$ cat src/include/fspc_defs.vh
// Constants for the flash self-programming controller.
// Included by the controller, not by its timer; definitions only.
`ifndef FSPC_DEFS_VH
`define FSPC_DEFS_VH

// Register map (byte addresses on the plain register port)
`define FSPC_ADDR_CSR        8'h68
`define FSPC_ADDR_PTR_LO     8'h6a
`define FSPC_ADDR_PTR_HI     8'h6b
`define FSPC_ADDR_PTR_EXT    8'h6c
`define FSPC_CSR_RESET       8'h00

// Control register fields
`define FSPC_BIT_IRQ_EN      7
`define FSPC_BIT_BUSY        6
`define FSPC_BIT_REEN        4
`define FSPC_BIT_LOCK        3
`define FSPC_BIT_PGWR        2
`define FSPC_BIT_PGER        1
`define FSPC_BIT_CMDEN       0

// Accepted low-five patterns
`define FSPC_PAT_REEN        5'h11
`define FSPC_PAT_LOCK        5'h09
`define FSPC_PAT_PGWR        5'h05
`define FSPC_PAT_PGER        5'h03
`define FSPC_PAT_FILL        5'h01

// Region and boot limits (word addresses)
`define FSPC_STALL_BASE      16'hf000
`define FSPC_BOOT_BASE_11    16'hfe00
`define FSPC_BOOT_BASE_10    16'hfc00
`define FSPC_BOOT_BASE_01    16'hf800
`define FSPC_BOOT_BASE_00    16'hf000

// Configuration read selectors
`define FSPC_SEL_FUSE_LO     16'h0000
`define FSPC_SEL_FUSE_EXT    16'h0002
`define FSPC_SEL_FUSE_HI     16'h0003

// Windows in core cycles
`define FSPC_STORE_WIN       3'd4
`define FSPC_LOAD_WIN        3'd3

// Programming time
`define FSPC_CLK_MHZ         20
`define FSPC_PROG_MIN_US     3700
`define FSPC_PROG_MAX_US     4500
`define FSPC_PROG_CYCLES     (`FSPC_PROG_MIN_US * `FSPC_CLK_MHZ)

`endif

$ cat src/verilog/fspc_prog_timer.v
// Programming timer: counts one erase/write/lock operation.
// Assumes start is a one-cycle pulse while not busy.
`timescale 1ns/1ps
`default_nettype none
module fspc_prog_timer #(
	parameter CYCLES = 74000,
	parameter W      = 17
) (
	// Clock and reset
	input  wire         core_clk,
	input  wire         reset,
	// Control
	input  wire         start,
	output wire         busy,
	output reg          done_q
);
	reg [W-1:0] cnt_q;

	assign busy = (cnt_q != {W{1'b0}});

	always @(posedge core_clk or posedge reset) begin
		if (reset) begin
			cnt_q  <= {W{1'b0}};
			done_q <= 1'b0;
		end else begin
			done_q <= 1'b0;
			if (start) begin
				cnt_q <= CYCLES[W-1:0];
			end else if (busy) begin
				cnt_q <= cnt_q - {{(W-1){1'b0}}, 1'b1};
				if (cnt_q == {{(W-1){1'b0}}, 1'b1})
					done_q <= 1'b1;
			end
		end
	end
endmodule // fspc_prog_timer
`default_nettype wire

$ cat src/verilog/fspc_ctrl.v
// Flash self-programming controller: control/status register, command
// windows, page buffer, boot/region decode and flash operation sequencing.
// Assumes the core gives one-cycle store/load strobes and honours stall.
//
// Operation
// [RULE_01] Boot area size from two-bit setting: 512/1024/2048/4096 words at top.
// [RULE_02] Words 0000-EFFF read-while-write region, F000-FFFF stall region.
// [RULE_03] Page from pointer bits 16:8; pointer bits 7:1 pick word of 128.
// [RULE_04] Software keeps word-select bits zero for page write.
// [RULE_05] Pointer bit 16 comes from the extension register.
// [RULE_06] Ready interrupt while enable, global enable and command enable clear.
// [RULE_07] Erase/write to concurrent region sets busy and blocks its reads.
// [RULE_08] Busy clears on re-enable after operation, or on buffer load start.
// [RULE_09] Re-enable plus store within four cycles restores reads, not when busy.
// [RULE_10] Re-enable during buffer loading discards the buffered data.
// [RULE_11] Lock-set plus store programs boot lock bits from data low byte.
// [RULE_12] Load within three cycles of lock-set reads lock or fuse bits.
// [RULE_13] Page-write plus store writes buffer to pointer page.
// [RULE_14] Page-erase plus store erases pointer page.
// [RULE_15] Core stalls during erase/write to the stall region; code stalls only in ST_PROG with read_region_busy_q clear.
// [RULE_16] Command enable alone: store puts data word in buffer slot.
// [RULE_17] Command enable window of four cycles; held during erase/write.
// [RULE_18] Only patterns 10001,01001,00101,00011,00001 take effect.
// [RULE_19] Erase, write or lock write lasts 3.7 to 4.5 ms.
// [RULE_20] Pointer 0000 low fuse, 0003 high fuse, 0002 extended fuse; code gives lock bits for 0000/0002, low fuse for 0001.
// [RULE_21] Programmed bits read zero, unprogrammed read one.
// [RULE_22] Store with no open window changes nothing.
// [RULE_23] Each command rewrite restarts the four-cycle window.
//
// The strobed register port is this design's own decision.
`include "fspc_defs.vh"
`timescale 1ns/1ps
`default_nettype none
module fspc_ctrl #(
	parameter PROG_CYCLES = `FSPC_PROG_CYCLES,
	parameter PAGE_WORDS  = 128,
	parameter FUSE_LO     = 8'hff,
	parameter FUSE_HI     = 8'hff,
	parameter FUSE_EXT    = 8'hff
) (
	// Clock and reset
	input  wire         core_clk,
	input  wire         reset,
	// Register port
	input  wire [7:0]   reg_addr,
	input  wire [7:0]   reg_wdata,
	input  wire         reg_wr,
	input  wire         reg_rd,
	output reg  [7:0]   reg_rdata_q,
	// Core program-memory instructions
	input  wire         store_req,
	input  wire         load_req,
	input  wire [15:0]  store_data,
	input  wire         global_irq_en,
	output reg  [7:0]   load_data_q,
	output reg          load_hit_q,
	output wire         core_stall,
	output wire         ready_irq,
	// Configuration and region status
	input  wire         boot_size_sel_hi,
	input  wire         boot_size_sel_lo,
	input  wire [15:0]  fetch_addr,
	output wire         fetch_in_boot,
	output wire         concurrent_read_block,
	// Flash array side
	output reg          flash_erase_q,
	output reg          flash_write_q,
	output reg  [8:0]   flash_page_q,
	output reg  [15:0]  flash_wdata_q,
	output reg  [6:0]   flash_widx_q,
	output reg          flash_wvalid_q,
	output reg  [7:0]   lock_bits_q
);
	localparam ST_IDLE = 2'd0;
	localparam ST_PROG = 2'd1;
	localparam ST_DUMP = 2'd2;

	reg  [7:0]  ptr_lo_q;
	reg  [7:0]  ptr_hi_q;
	reg         pointer_extension_reg_q;
	reg         ready_irq_enable_q;
	reg         read_region_busy_q;
	reg  [4:0]  cmd_q;
	reg  [2:0]  win_q;
	reg  [1:0]  state_q;
	reg         op_is_lock_q;
	reg         loading_q;
	reg  [15:0] buf_q [0:PAGE_WORDS-1];
	reg  [PAGE_WORDS-1:0] buf_vld_q;
	reg  [6:0]  dump_idx_q;
	reg  [15:0] boot_base;
	reg         tmr_start;

	wire [16:0] pointer = {pointer_extension_reg_q, ptr_hi_q, ptr_lo_q};
	wire [8:0]  page_select_field = pointer[16:8];       // see [RULE_03] [RULE_05]
	wire [6:0]  word_select_field = pointer[7:1];        // see [RULE_03]
	wire        tmr_busy;
	wire        tmr_done;
	wire        command_enable = cmd_q[`FSPC_BIT_CMDEN];
	wire        win_open = command_enable && (state_q == ST_IDLE);
	wire        csr_wr = reg_wr && (reg_addr == `FSPC_ADDR_CSR);
	wire [4:0]  pat = reg_wdata[4:0];
	wire        pat_ok = (pat == `FSPC_PAT_REEN) || (pat == `FSPC_PAT_LOCK) ||
		(pat == `FSPC_PAT_PGWR) || (pat == `FSPC_PAT_PGER) ||
		(pat == `FSPC_PAT_FILL);                         // see [RULE_18]
	wire        do_store = store_req && win_open;        // see [RULE_22]
	wire [15:0] page_word = {page_select_field[8:0], 7'h00};
	wire        tgt_stall = (page_word >= `FSPC_STALL_BASE); // see [RULE_02]

	// Boot area start from the size setting
	always @* begin
		case ({boot_size_sel_hi, boot_size_sel_lo})  // see [RULE_01]
		2'b11: boot_base = `FSPC_BOOT_BASE_11;
		2'b10: boot_base = `FSPC_BOOT_BASE_10;
		2'b01: boot_base = `FSPC_BOOT_BASE_01;
		default: boot_base = `FSPC_BOOT_BASE_00;
		endcase
	end
	assign fetch_in_boot = (fetch_addr >= boot_base);

	// Reads below the stall base are blocked while busy
	assign concurrent_read_block = read_region_busy_q &&
		(fetch_addr < `FSPC_STALL_BASE);                 // see [RULE_07]
	assign core_stall = (state_q == ST_PROG) && !op_is_lock_q &&
		!read_region_busy_q;                             // see [RULE_15]
	assign ready_irq = ready_irq_enable_q && global_irq_en &&
		!command_enable;                                 // see [RULE_06]

	always @* begin
		tmr_start = do_store && (cmd_q[`FSPC_BIT_PGWR] ||
			cmd_q[`FSPC_BIT_PGER] || cmd_q[`FSPC_BIT_LOCK]);
	end

	fspc_prog_timer #(
		.CYCLES (PROG_CYCLES),
		.W      (17)
	) u_timer (
		.core_clk (core_clk),
		.reset    (reset),
		.start    (tmr_start),
		.busy     (tmr_busy),
		.done_q   (tmr_done)
	);

	// Control register, window and sequencing
	always @(posedge core_clk or posedge reset) begin
		if (reset) begin
			ptr_lo_q                <= 8'h00;
			ptr_hi_q                <= 8'h00;
			pointer_extension_reg_q <= 1'b0;
			ready_irq_enable_q      <= 1'b0;
			read_region_busy_q      <= 1'b0;
			cmd_q                   <= 5'h00;
			win_q                   <= 3'd0;
			state_q                 <= ST_IDLE;
			op_is_lock_q            <= 1'b0;
			loading_q               <= 1'b0;
			buf_vld_q               <= {PAGE_WORDS{1'b0}};
			dump_idx_q              <= 7'h00;
			flash_erase_q           <= 1'b0;
			flash_write_q           <= 1'b0;
			flash_page_q            <= 9'h000;
			flash_wdata_q           <= 16'h0000;
			flash_widx_q            <= 7'h00;
			flash_wvalid_q          <= 1'b0;
			lock_bits_q             <= 8'hff;
		end else begin
			flash_erase_q  <= 1'b0;
			flash_write_q  <= 1'b0;
			flash_wvalid_q <= 1'b0;
			if (reg_wr && reg_addr == `FSPC_ADDR_PTR_LO)
				ptr_lo_q <= reg_wdata;
			if (reg_wr && reg_addr == `FSPC_ADDR_PTR_HI)
				ptr_hi_q <= reg_wdata;
			if (reg_wr && reg_addr == `FSPC_ADDR_PTR_EXT)
				pointer_extension_reg_q <= reg_wdata[0];
			if (csr_wr)
				ready_irq_enable_q <= reg_wdata[`FSPC_BIT_IRQ_EN];
			case (state_q)
			ST_IDLE: begin
				if (csr_wr && pat_ok) begin
					cmd_q <= pat;
					win_q <= `FSPC_STORE_WIN;            // see [RULE_23]
					if (pat == `FSPC_PAT_REEN && loading_q) begin
						buf_vld_q <= {PAGE_WORDS{1'b0}}; // see [RULE_10]
						loading_q <= 1'b0;
					end
				end else if (do_store) begin
					win_q <= 3'd0;
					if (cmd_q[`FSPC_BIT_REEN]) begin
						read_region_busy_q <= 1'b0;      // see [RULE_08] [RULE_09]
						cmd_q <= 5'h00;
					end else if (cmd_q[`FSPC_BIT_LOCK]) begin
						lock_bits_q  <= {2'b11, store_data[5:0]}; // see [RULE_11]
						op_is_lock_q <= 1'b1;
						state_q      <= ST_PROG;
					end else if (cmd_q[`FSPC_BIT_PGWR] ||
						cmd_q[`FSPC_BIT_PGER]) begin
						flash_page_q <= page_select_field;       // see [RULE_13] [RULE_14]
						op_is_lock_q <= 1'b0;
						state_q      <= ST_PROG;
						if (!tgt_stall)
							read_region_busy_q <= 1'b1;  // see [RULE_07]
					end else begin
						buf_vld_q[word_select_field] <= 1'b1; // see [RULE_16]
						loading_q          <= 1'b1;
						read_region_busy_q <= 1'b0;      // see [RULE_08]
						cmd_q              <= 5'h00;
					end
				end else if (win_q != 3'd0) begin
					win_q <= win_q - 3'd1;
					if (win_q == 3'd1)
						cmd_q <= 5'h00;                  // see [RULE_17]
				end
			end
			ST_PROG: begin
				if (tmr_done) begin                      // see [RULE_19]
					if (cmd_q[`FSPC_BIT_PGER]) begin
						flash_erase_q <= 1'b1;           // see [RULE_14]
						cmd_q   <= 5'h00;
						state_q <= ST_IDLE;
					end else if (cmd_q[`FSPC_BIT_PGWR]) begin
						dump_idx_q <= 7'h00;             // see [RULE_13]
						state_q    <= ST_DUMP;
					end else begin
						cmd_q   <= 5'h00;                // see [RULE_11]
						state_q <= ST_IDLE;
					end
				end
			end
			ST_DUMP: begin
				flash_widx_q   <= dump_idx_q;
				flash_wdata_q  <= buf_vld_q[dump_idx_q] ?
					buf_q[dump_idx_q] : 16'hffff;
				flash_wvalid_q <= 1'b1;
				dump_idx_q     <= dump_idx_q + 7'h01;
				if (dump_idx_q == 7'h7f) begin
					flash_write_q <= 1'b1;
					buf_vld_q     <= {PAGE_WORDS{1'b0}};
					loading_q     <= 1'b0;
					cmd_q         <= 5'h00;              // see [RULE_17]
					state_q       <= ST_IDLE;
				end
			end
			default: state_q <= ST_IDLE;
			endcase
		end
	end

	// Page buffer storage, no reset needed for data
	always @(posedge core_clk) begin
		if (state_q == ST_IDLE && !csr_wr && do_store &&
			cmd_q == `FSPC_PAT_FILL)
			buf_q[word_select_field] <= store_data;      // see [RULE_16]
	end

	// Load path for lock and fuse readback
	wire lock_win = command_enable && cmd_q[`FSPC_BIT_LOCK] &&
		(state_q == ST_IDLE) && (win_q > (`FSPC_STORE_WIN - `FSPC_LOAD_WIN));
	always @(posedge core_clk or posedge reset) begin
		if (reset) begin
			load_data_q <= 8'h00;
			load_hit_q  <= 1'b0;
		end else begin
			load_hit_q <= load_req && lock_win;          // see [RULE_12]
			if (load_req && lock_win) begin
				if (!pointer[0])
					load_data_q <= lock_bits_q;          // see [RULE_21]
				else if (pointer[15:0] == `FSPC_SEL_FUSE_HI)
					load_data_q <= FUSE_HI;              // see [RULE_20]
				else if (pointer[15:0] == `FSPC_SEL_FUSE_EXT)
					load_data_q <= FUSE_EXT;
				else
					load_data_q <= FUSE_LO;
			end
		end
	end

	// Register read data, one cycle after the strobe
	always @(posedge core_clk or posedge reset) begin
		if (reset)
			reg_rdata_q <= 8'h00;
		else if (reg_rd) begin
			case (reg_addr)
			`FSPC_ADDR_CSR: reg_rdata_q <= {ready_irq_enable_q,
				read_region_busy_q, 1'b0, cmd_q};
			`FSPC_ADDR_PTR_LO:  reg_rdata_q <= ptr_lo_q;
			`FSPC_ADDR_PTR_HI:  reg_rdata_q <= ptr_hi_q;
			`FSPC_ADDR_PTR_EXT: reg_rdata_q <= {7'h00,
				pointer_extension_reg_q};
			default: reg_rdata_q <= 8'h00;
			endcase
		end else
			reg_rdata_q <= 8'h00;
	end
endmodule // fspc_ctrl
`default_nettype wire

$ cat config.mk
export PLATFORM = sky130hd
export DESIGN_NAME = fspc_ctrl
export DESIGN_NICKNAME = d
export VERILOG_FILES = /design/src/verilog/fspc_prog_timer.v /design/src/verilog/fspc_ctrl.v
export VERILOG_INCLUDE_DIRS = /design/src /design/src/include
export SDC_FILE = /design/constraint.sdc
export NUM_CORES = 2
export LEC_CHECK = 0
export BUFFER_PORTS_ARGS = -buffer_cell sky130_fd_sc_hd__buf_2
export CAP_MARGIN = 10
export CORE_UTILIZATION = 30
export DETAILED_ROUTE_END_ITERATION = 6
export GPL_TIMING_DRIVEN = 0
export MAX_ROUTING_LAYER = met4
export SLEW_MARGIN = 40
export SYNTH_ARGS = -nofsm -noshare
export SYNTH_HDL_FRONTEND = slang
export SYNTH_SLANG_ARGS = --single-unit
$ cat constraint.sdc
create_clock -name core_clk -period 23.5 [get_ports core_clk]
set_input_delay 4.7 -clock core_clk [delete_from_list [all_inputs] [get_ports core_clk]]
set_output_delay 4.7 -clock core_clk [all_outputs]
set_load 0.02 [all_outputs]
==> results.py <==
metrics = {
    "grt": {
        "overflow": 0,
        "grt_max_degree": 97,
        "track_usage_pct": 24.0,
        "grt_most_used_layer": "met2",
        "grt_pass1_wl_mm": 470,
        "met2_usage_pct": 34.5,
        "use_met3_pct": 7.52,
        "grt_pass1_vias": 51100,
        "met1_usage_pct": 29.0,
        "antenna_found_initial": 31,
    },
    "clock_tree": {
        "clock_latency_ns": 0.93,
        "cts_resized": 0,
        "path_clk_slew_ns": 0.06,
        "clockBufferDepth": 3,
        "cts_tree": "yes",
        "cts.sinks": 2289,
        "cts_max_level": 4,
        "post_cts_buffers": 0,
        "cts_made_buffers": 226,
        "ctsHoldBuffers": 0,
        "clock-root-buffer": "clkbuf_16",
    },
    "pwr": {
        "p_switching_uw": 1720,
        "internal_power_uw": 6460,
        "seqPwrFrac_pct": 54.2,
        "combPwrFrac_pct": 1.3,
        "power_density_nw_per_um2": 75.2,
        "p_total_uw": 8180,
        "p_leak_uw": 0.0366,
        "irDropWorstVdd_mv": 0.0756,
        "clkPwrFrac_pct": 44.4,
        "swShare_pct": 21.0,
    },
    "timing": {
        "setup_viol": 0,
        "min_period_over_period_pct": 48.5,
        "clock.fmax_ghz": 0.0878,
        "hold_violations": 0,
        "finalCriticalPeriod_ns": 11.39,
        "slew_headroom_pct": 31.2,
        "worstMarginPinSlew_ns": 1.03,
        "clock_skew_ns": 0.0938,
        "tns_ns": 0,
        "rsz0062_at_grt": "no",
        "drv_slew": 0,
    },
    "finish": {
        "area_delta_synth_final_pct": 20.1,
        "final_cell_count_no_fill": 9273,
        "fin_area_um2": 109000,
        "fin_nets": 5169,
        "drive_gt1_share_pct": 28.2,
        "fill_cells": 27300,
    },
    "setup_path": {
        "crit_start": "boot_size_sel_hi",
        "cp.required_ns": 18.80,
        "timing.rr.end": "flash_wdata_q[1]",
        "r2r_cells": 10,
        "r2r_start": "dump_idx_q[1]",
        "crit_top_cell": "buf_2",
        "start_kind": "input port",
        "worst_ep_arrival_time_ns": 6.69,
        "timing_worst_setup_path_type": "input port to output pin",
        "slowest_delay_ns": 0.58,
        "crit_chain": "buf_2, and2_1, ha_1, or4b_2, o41ai_1, a21o_1, a21oi_1, nor2_1, buf_2",
        "cp-end-kind": "output pin",
        "cp_slowest_cell": "or4b_2",
        "crit_fanout": 3,
        "r2r_slack_ns": 18.21,
    },
    "logic_synthesis": {
        "synth_top_family_by_area": "multiplexers",
        "synth_compound_area_share_pct": 5.09,
        "async_flop_share_pct": 10.5,
        "synth_area_um2": 90500,
        "ys.flop_type": "edfxtp_1",
        "seq_area_frac_synth_pct": 74.6,
        "ys_ff_latch": 2289,
        "synthSimpleGateAreaFrac_pct": 2.92,
        "syn_inst": 4586,
        "synthAdderAreaFrac_pct": 0.218,
        "synth_edf_count": 2048,
        "synthMuxAreaShare_pct": 14.6,
        "synth_area_per_cell_um2": 19.7,
        "yosysUniqueCellTypes": 86,
        "synth-xor-area-share_pct": 0.155,
        "yosys_warnings": 0,
    },
    "placed_design": {
        "portBuffers": 117,
        "hpwl_mm": 246,
        "placed_cell_area_um2": 101000,
        "routabilityCongestion": 0.994,
        "place_inst": 8827,
    },
    "drt": {
        "wl_per_cell_um": 38.7,
        "ant_nets": 0,
        "num_vias": 54100,
        "drt-initial-drc-count": 10600,
        "drt-total-wl_mm": 359,
        "dr.pass1.iters": 7,
        "drc": 3,
        "avgViaCountPerCell": 5.83,
    },
    "floorplan": {
        "num_rows": 201,
        "core_area_um2": 300000,
        "die_area_um2": 304000,
        "pin_count": 121,
        "initial_core_util_pct": 30.2,
        "die_h_um": 551,
        "die_w_um": 551,
    },
    "min_path": {
        "whs_endpoint": "buf_vld_q[18]",
        "min_path_type": "flop to flop",
        "min_path_cells": 1,
        "hp-start": "buf_vld_q[18]",
    },
    "run_status": {
        "violations": "DRC",
        "status": "finished with violations",
    },
    "job": {
        "maxCapViolCount": 0,
    },
}
worst max-delay path: cells and delay by family:
family | cells | cell delay (ns)
and+or+nand+nor | 3 | 0.83
buffers and inverters | 2 | 0.29
adders and majority gates | 1 | 0.27
AOI/OAI and AO/OA | 3 | 0.60
registers in the layout, summed over array words and instances (netlist names), 8 cells and up:
| name | cells |
|---|---|
| u_timer.cnt_q | 17 |
| buf_q | 2048 |
| ptr_hi_q | 8 |
| flash_wdata_q | 16 |
| flash_page_q | 9 |
| buf_vld_q | 128 |
| reg_rdata_q | 8 |
| ptr_lo_q | 8 |
logic make-up (layout without fill, tap and decap cells):
family | after synthesis | in the layout
flops | 2289 | 2289
mux | 752 | 752
compound gates | 612 | 612
simple gates | 581 | 581
buf+inv | 319 | 1021
fa+ha+maj | 16 | 16
xor+xnor | 16 | 16
other cells | 1 | 28
cells in the final DEF (no fill, tap or decap), types with 13 or more instances in the layout:
cell type,n
a211oi_1,13
a21oi_1,75
a221oi_1,84
a22oi_1,57
a31oi_1,21
buf_16,120
buf_2,186
buf_4,21
buf_6,50
buf_8,79
bufinv_16,20
clkbuf_1,78
clkbuf_16,227
clkbuf_2,59
clkinv_1,59
clkinv_2,49
dfrtp_1,235
diode_2,26
edfxtp_1,2048
ha_1,15
inv_1,22
mux2_2,47
mux2i_1,264
mux4_1,26
mux4_2,415
nand2_1,121
nand3_1,46
nand4_1,17
nor2_1,132
nor2_4,128
nor2b_1,15
nor3_1,32
o211ai_1,18
o21ai_0,74
o221ai_1,32
o22ai_1,22
o2bb2ai_1,128
through the flow:
step	hold WS, ns	setup WS [ns]	utilization (%)
3_5_place_dp	0.466	12.12	33.8
5_1_grt	0.495	11.99	36.2
6_report	0.484	12.11	36.2
4_1_cts	0.485	12.12	36.2
3_3_place_gp	0.462	9.14	32.0
2_1_floorplan	0.447	12.19	-
area by class of cell:
type	count	area, µm²	area share, %
Sequential cell	2289	67500	62.1
Multi-Input combinational cell	1979	21900	20.1
Clock buffer	274	5880	5.40
Tap cell	3958	4950	4.55
Timing Repair Buffer	282	4720	4.34
Buffer	291	2180	2.00
Clock inverter	146	1430	1.32
Inverter	28	114	0.105
Antenna cell	26	65.1	0.0598
cell usage after synthesis (6+ instances only):
library cell	number	area [µm²]
a2111oi_0	11	96.3
a211oi_1	14	105
a21oi_1	75	375
a221o_1	12	120
a221oi_1	85	744
a22o_1	6	52.6
a22oi_1	59	443
a31oi_1	21	131
and2_1	12	75.1
and3_1	12	75.1
buf_1	13	48.8
buf_2	73	365
buf_4	19	143
buf_6	47	529
buf_8	24	360
clkbuf_1	94	353
clkbuf_8	10	138
dfrtp_1	235	5880
dfstp_2	6	158
edfxtp_1	2048	61500
ha_1	15	188
inv_1	23	86.3
mux2_2	47	529
mux2i_1	264	2640
mux4_1	26	683
mux4_2	415	9350
nand2_1	123	462
nand2b_1	8	50.1
nand3_1	48	240
nand4_1	17	106
nor2_1	264	991
nor2b_1	17	106
nor3_1	36	180
nor4_1	9	56.3
o211ai_1	18	135
o21ai_0	74	370
o221ai_1	32	280
o22ai_1	22	138
o2bb2ai_1	128	1120
o32ai_1	6	52.6
or3_1	9	56.3
xnor2_1	12	105
routing by layer:
metal / share of wire (%) / wire length (µm) / up-vias
met5: 0 / 0 / -
met4: 7.8 / 28100 / 0
met3: 13 / 47700 / 1088
met2: 44 / 157000 / 4474
met1: 35 / 127000 / 28400
li1: - / - / 20100
power by group through the flow:
stage / Sequential, µW / Clock [µW] / Combinational (µW)
after floorplan: 4520 / 0 / 15.6
after global placement: 4530 / 0 / 83.5
after detailed placement: 4520 / 0 / 107
after CTS: 4430 / 3630 / 107
after global routing: 4430 / 3770 / 114
final: 4430 / 3630 / 110
worst max-delay path by stage:
stage / endpoint
floorplan: buf_vld_q[0]
global placement: flash_wdata_q[10]
detailed placement: fetch_in_boot
CTS: fetch_in_boot
global route: fetch_in_boot
finish: fetch_in_boot
Note: power is estimated with default switching activity, not from simulation.
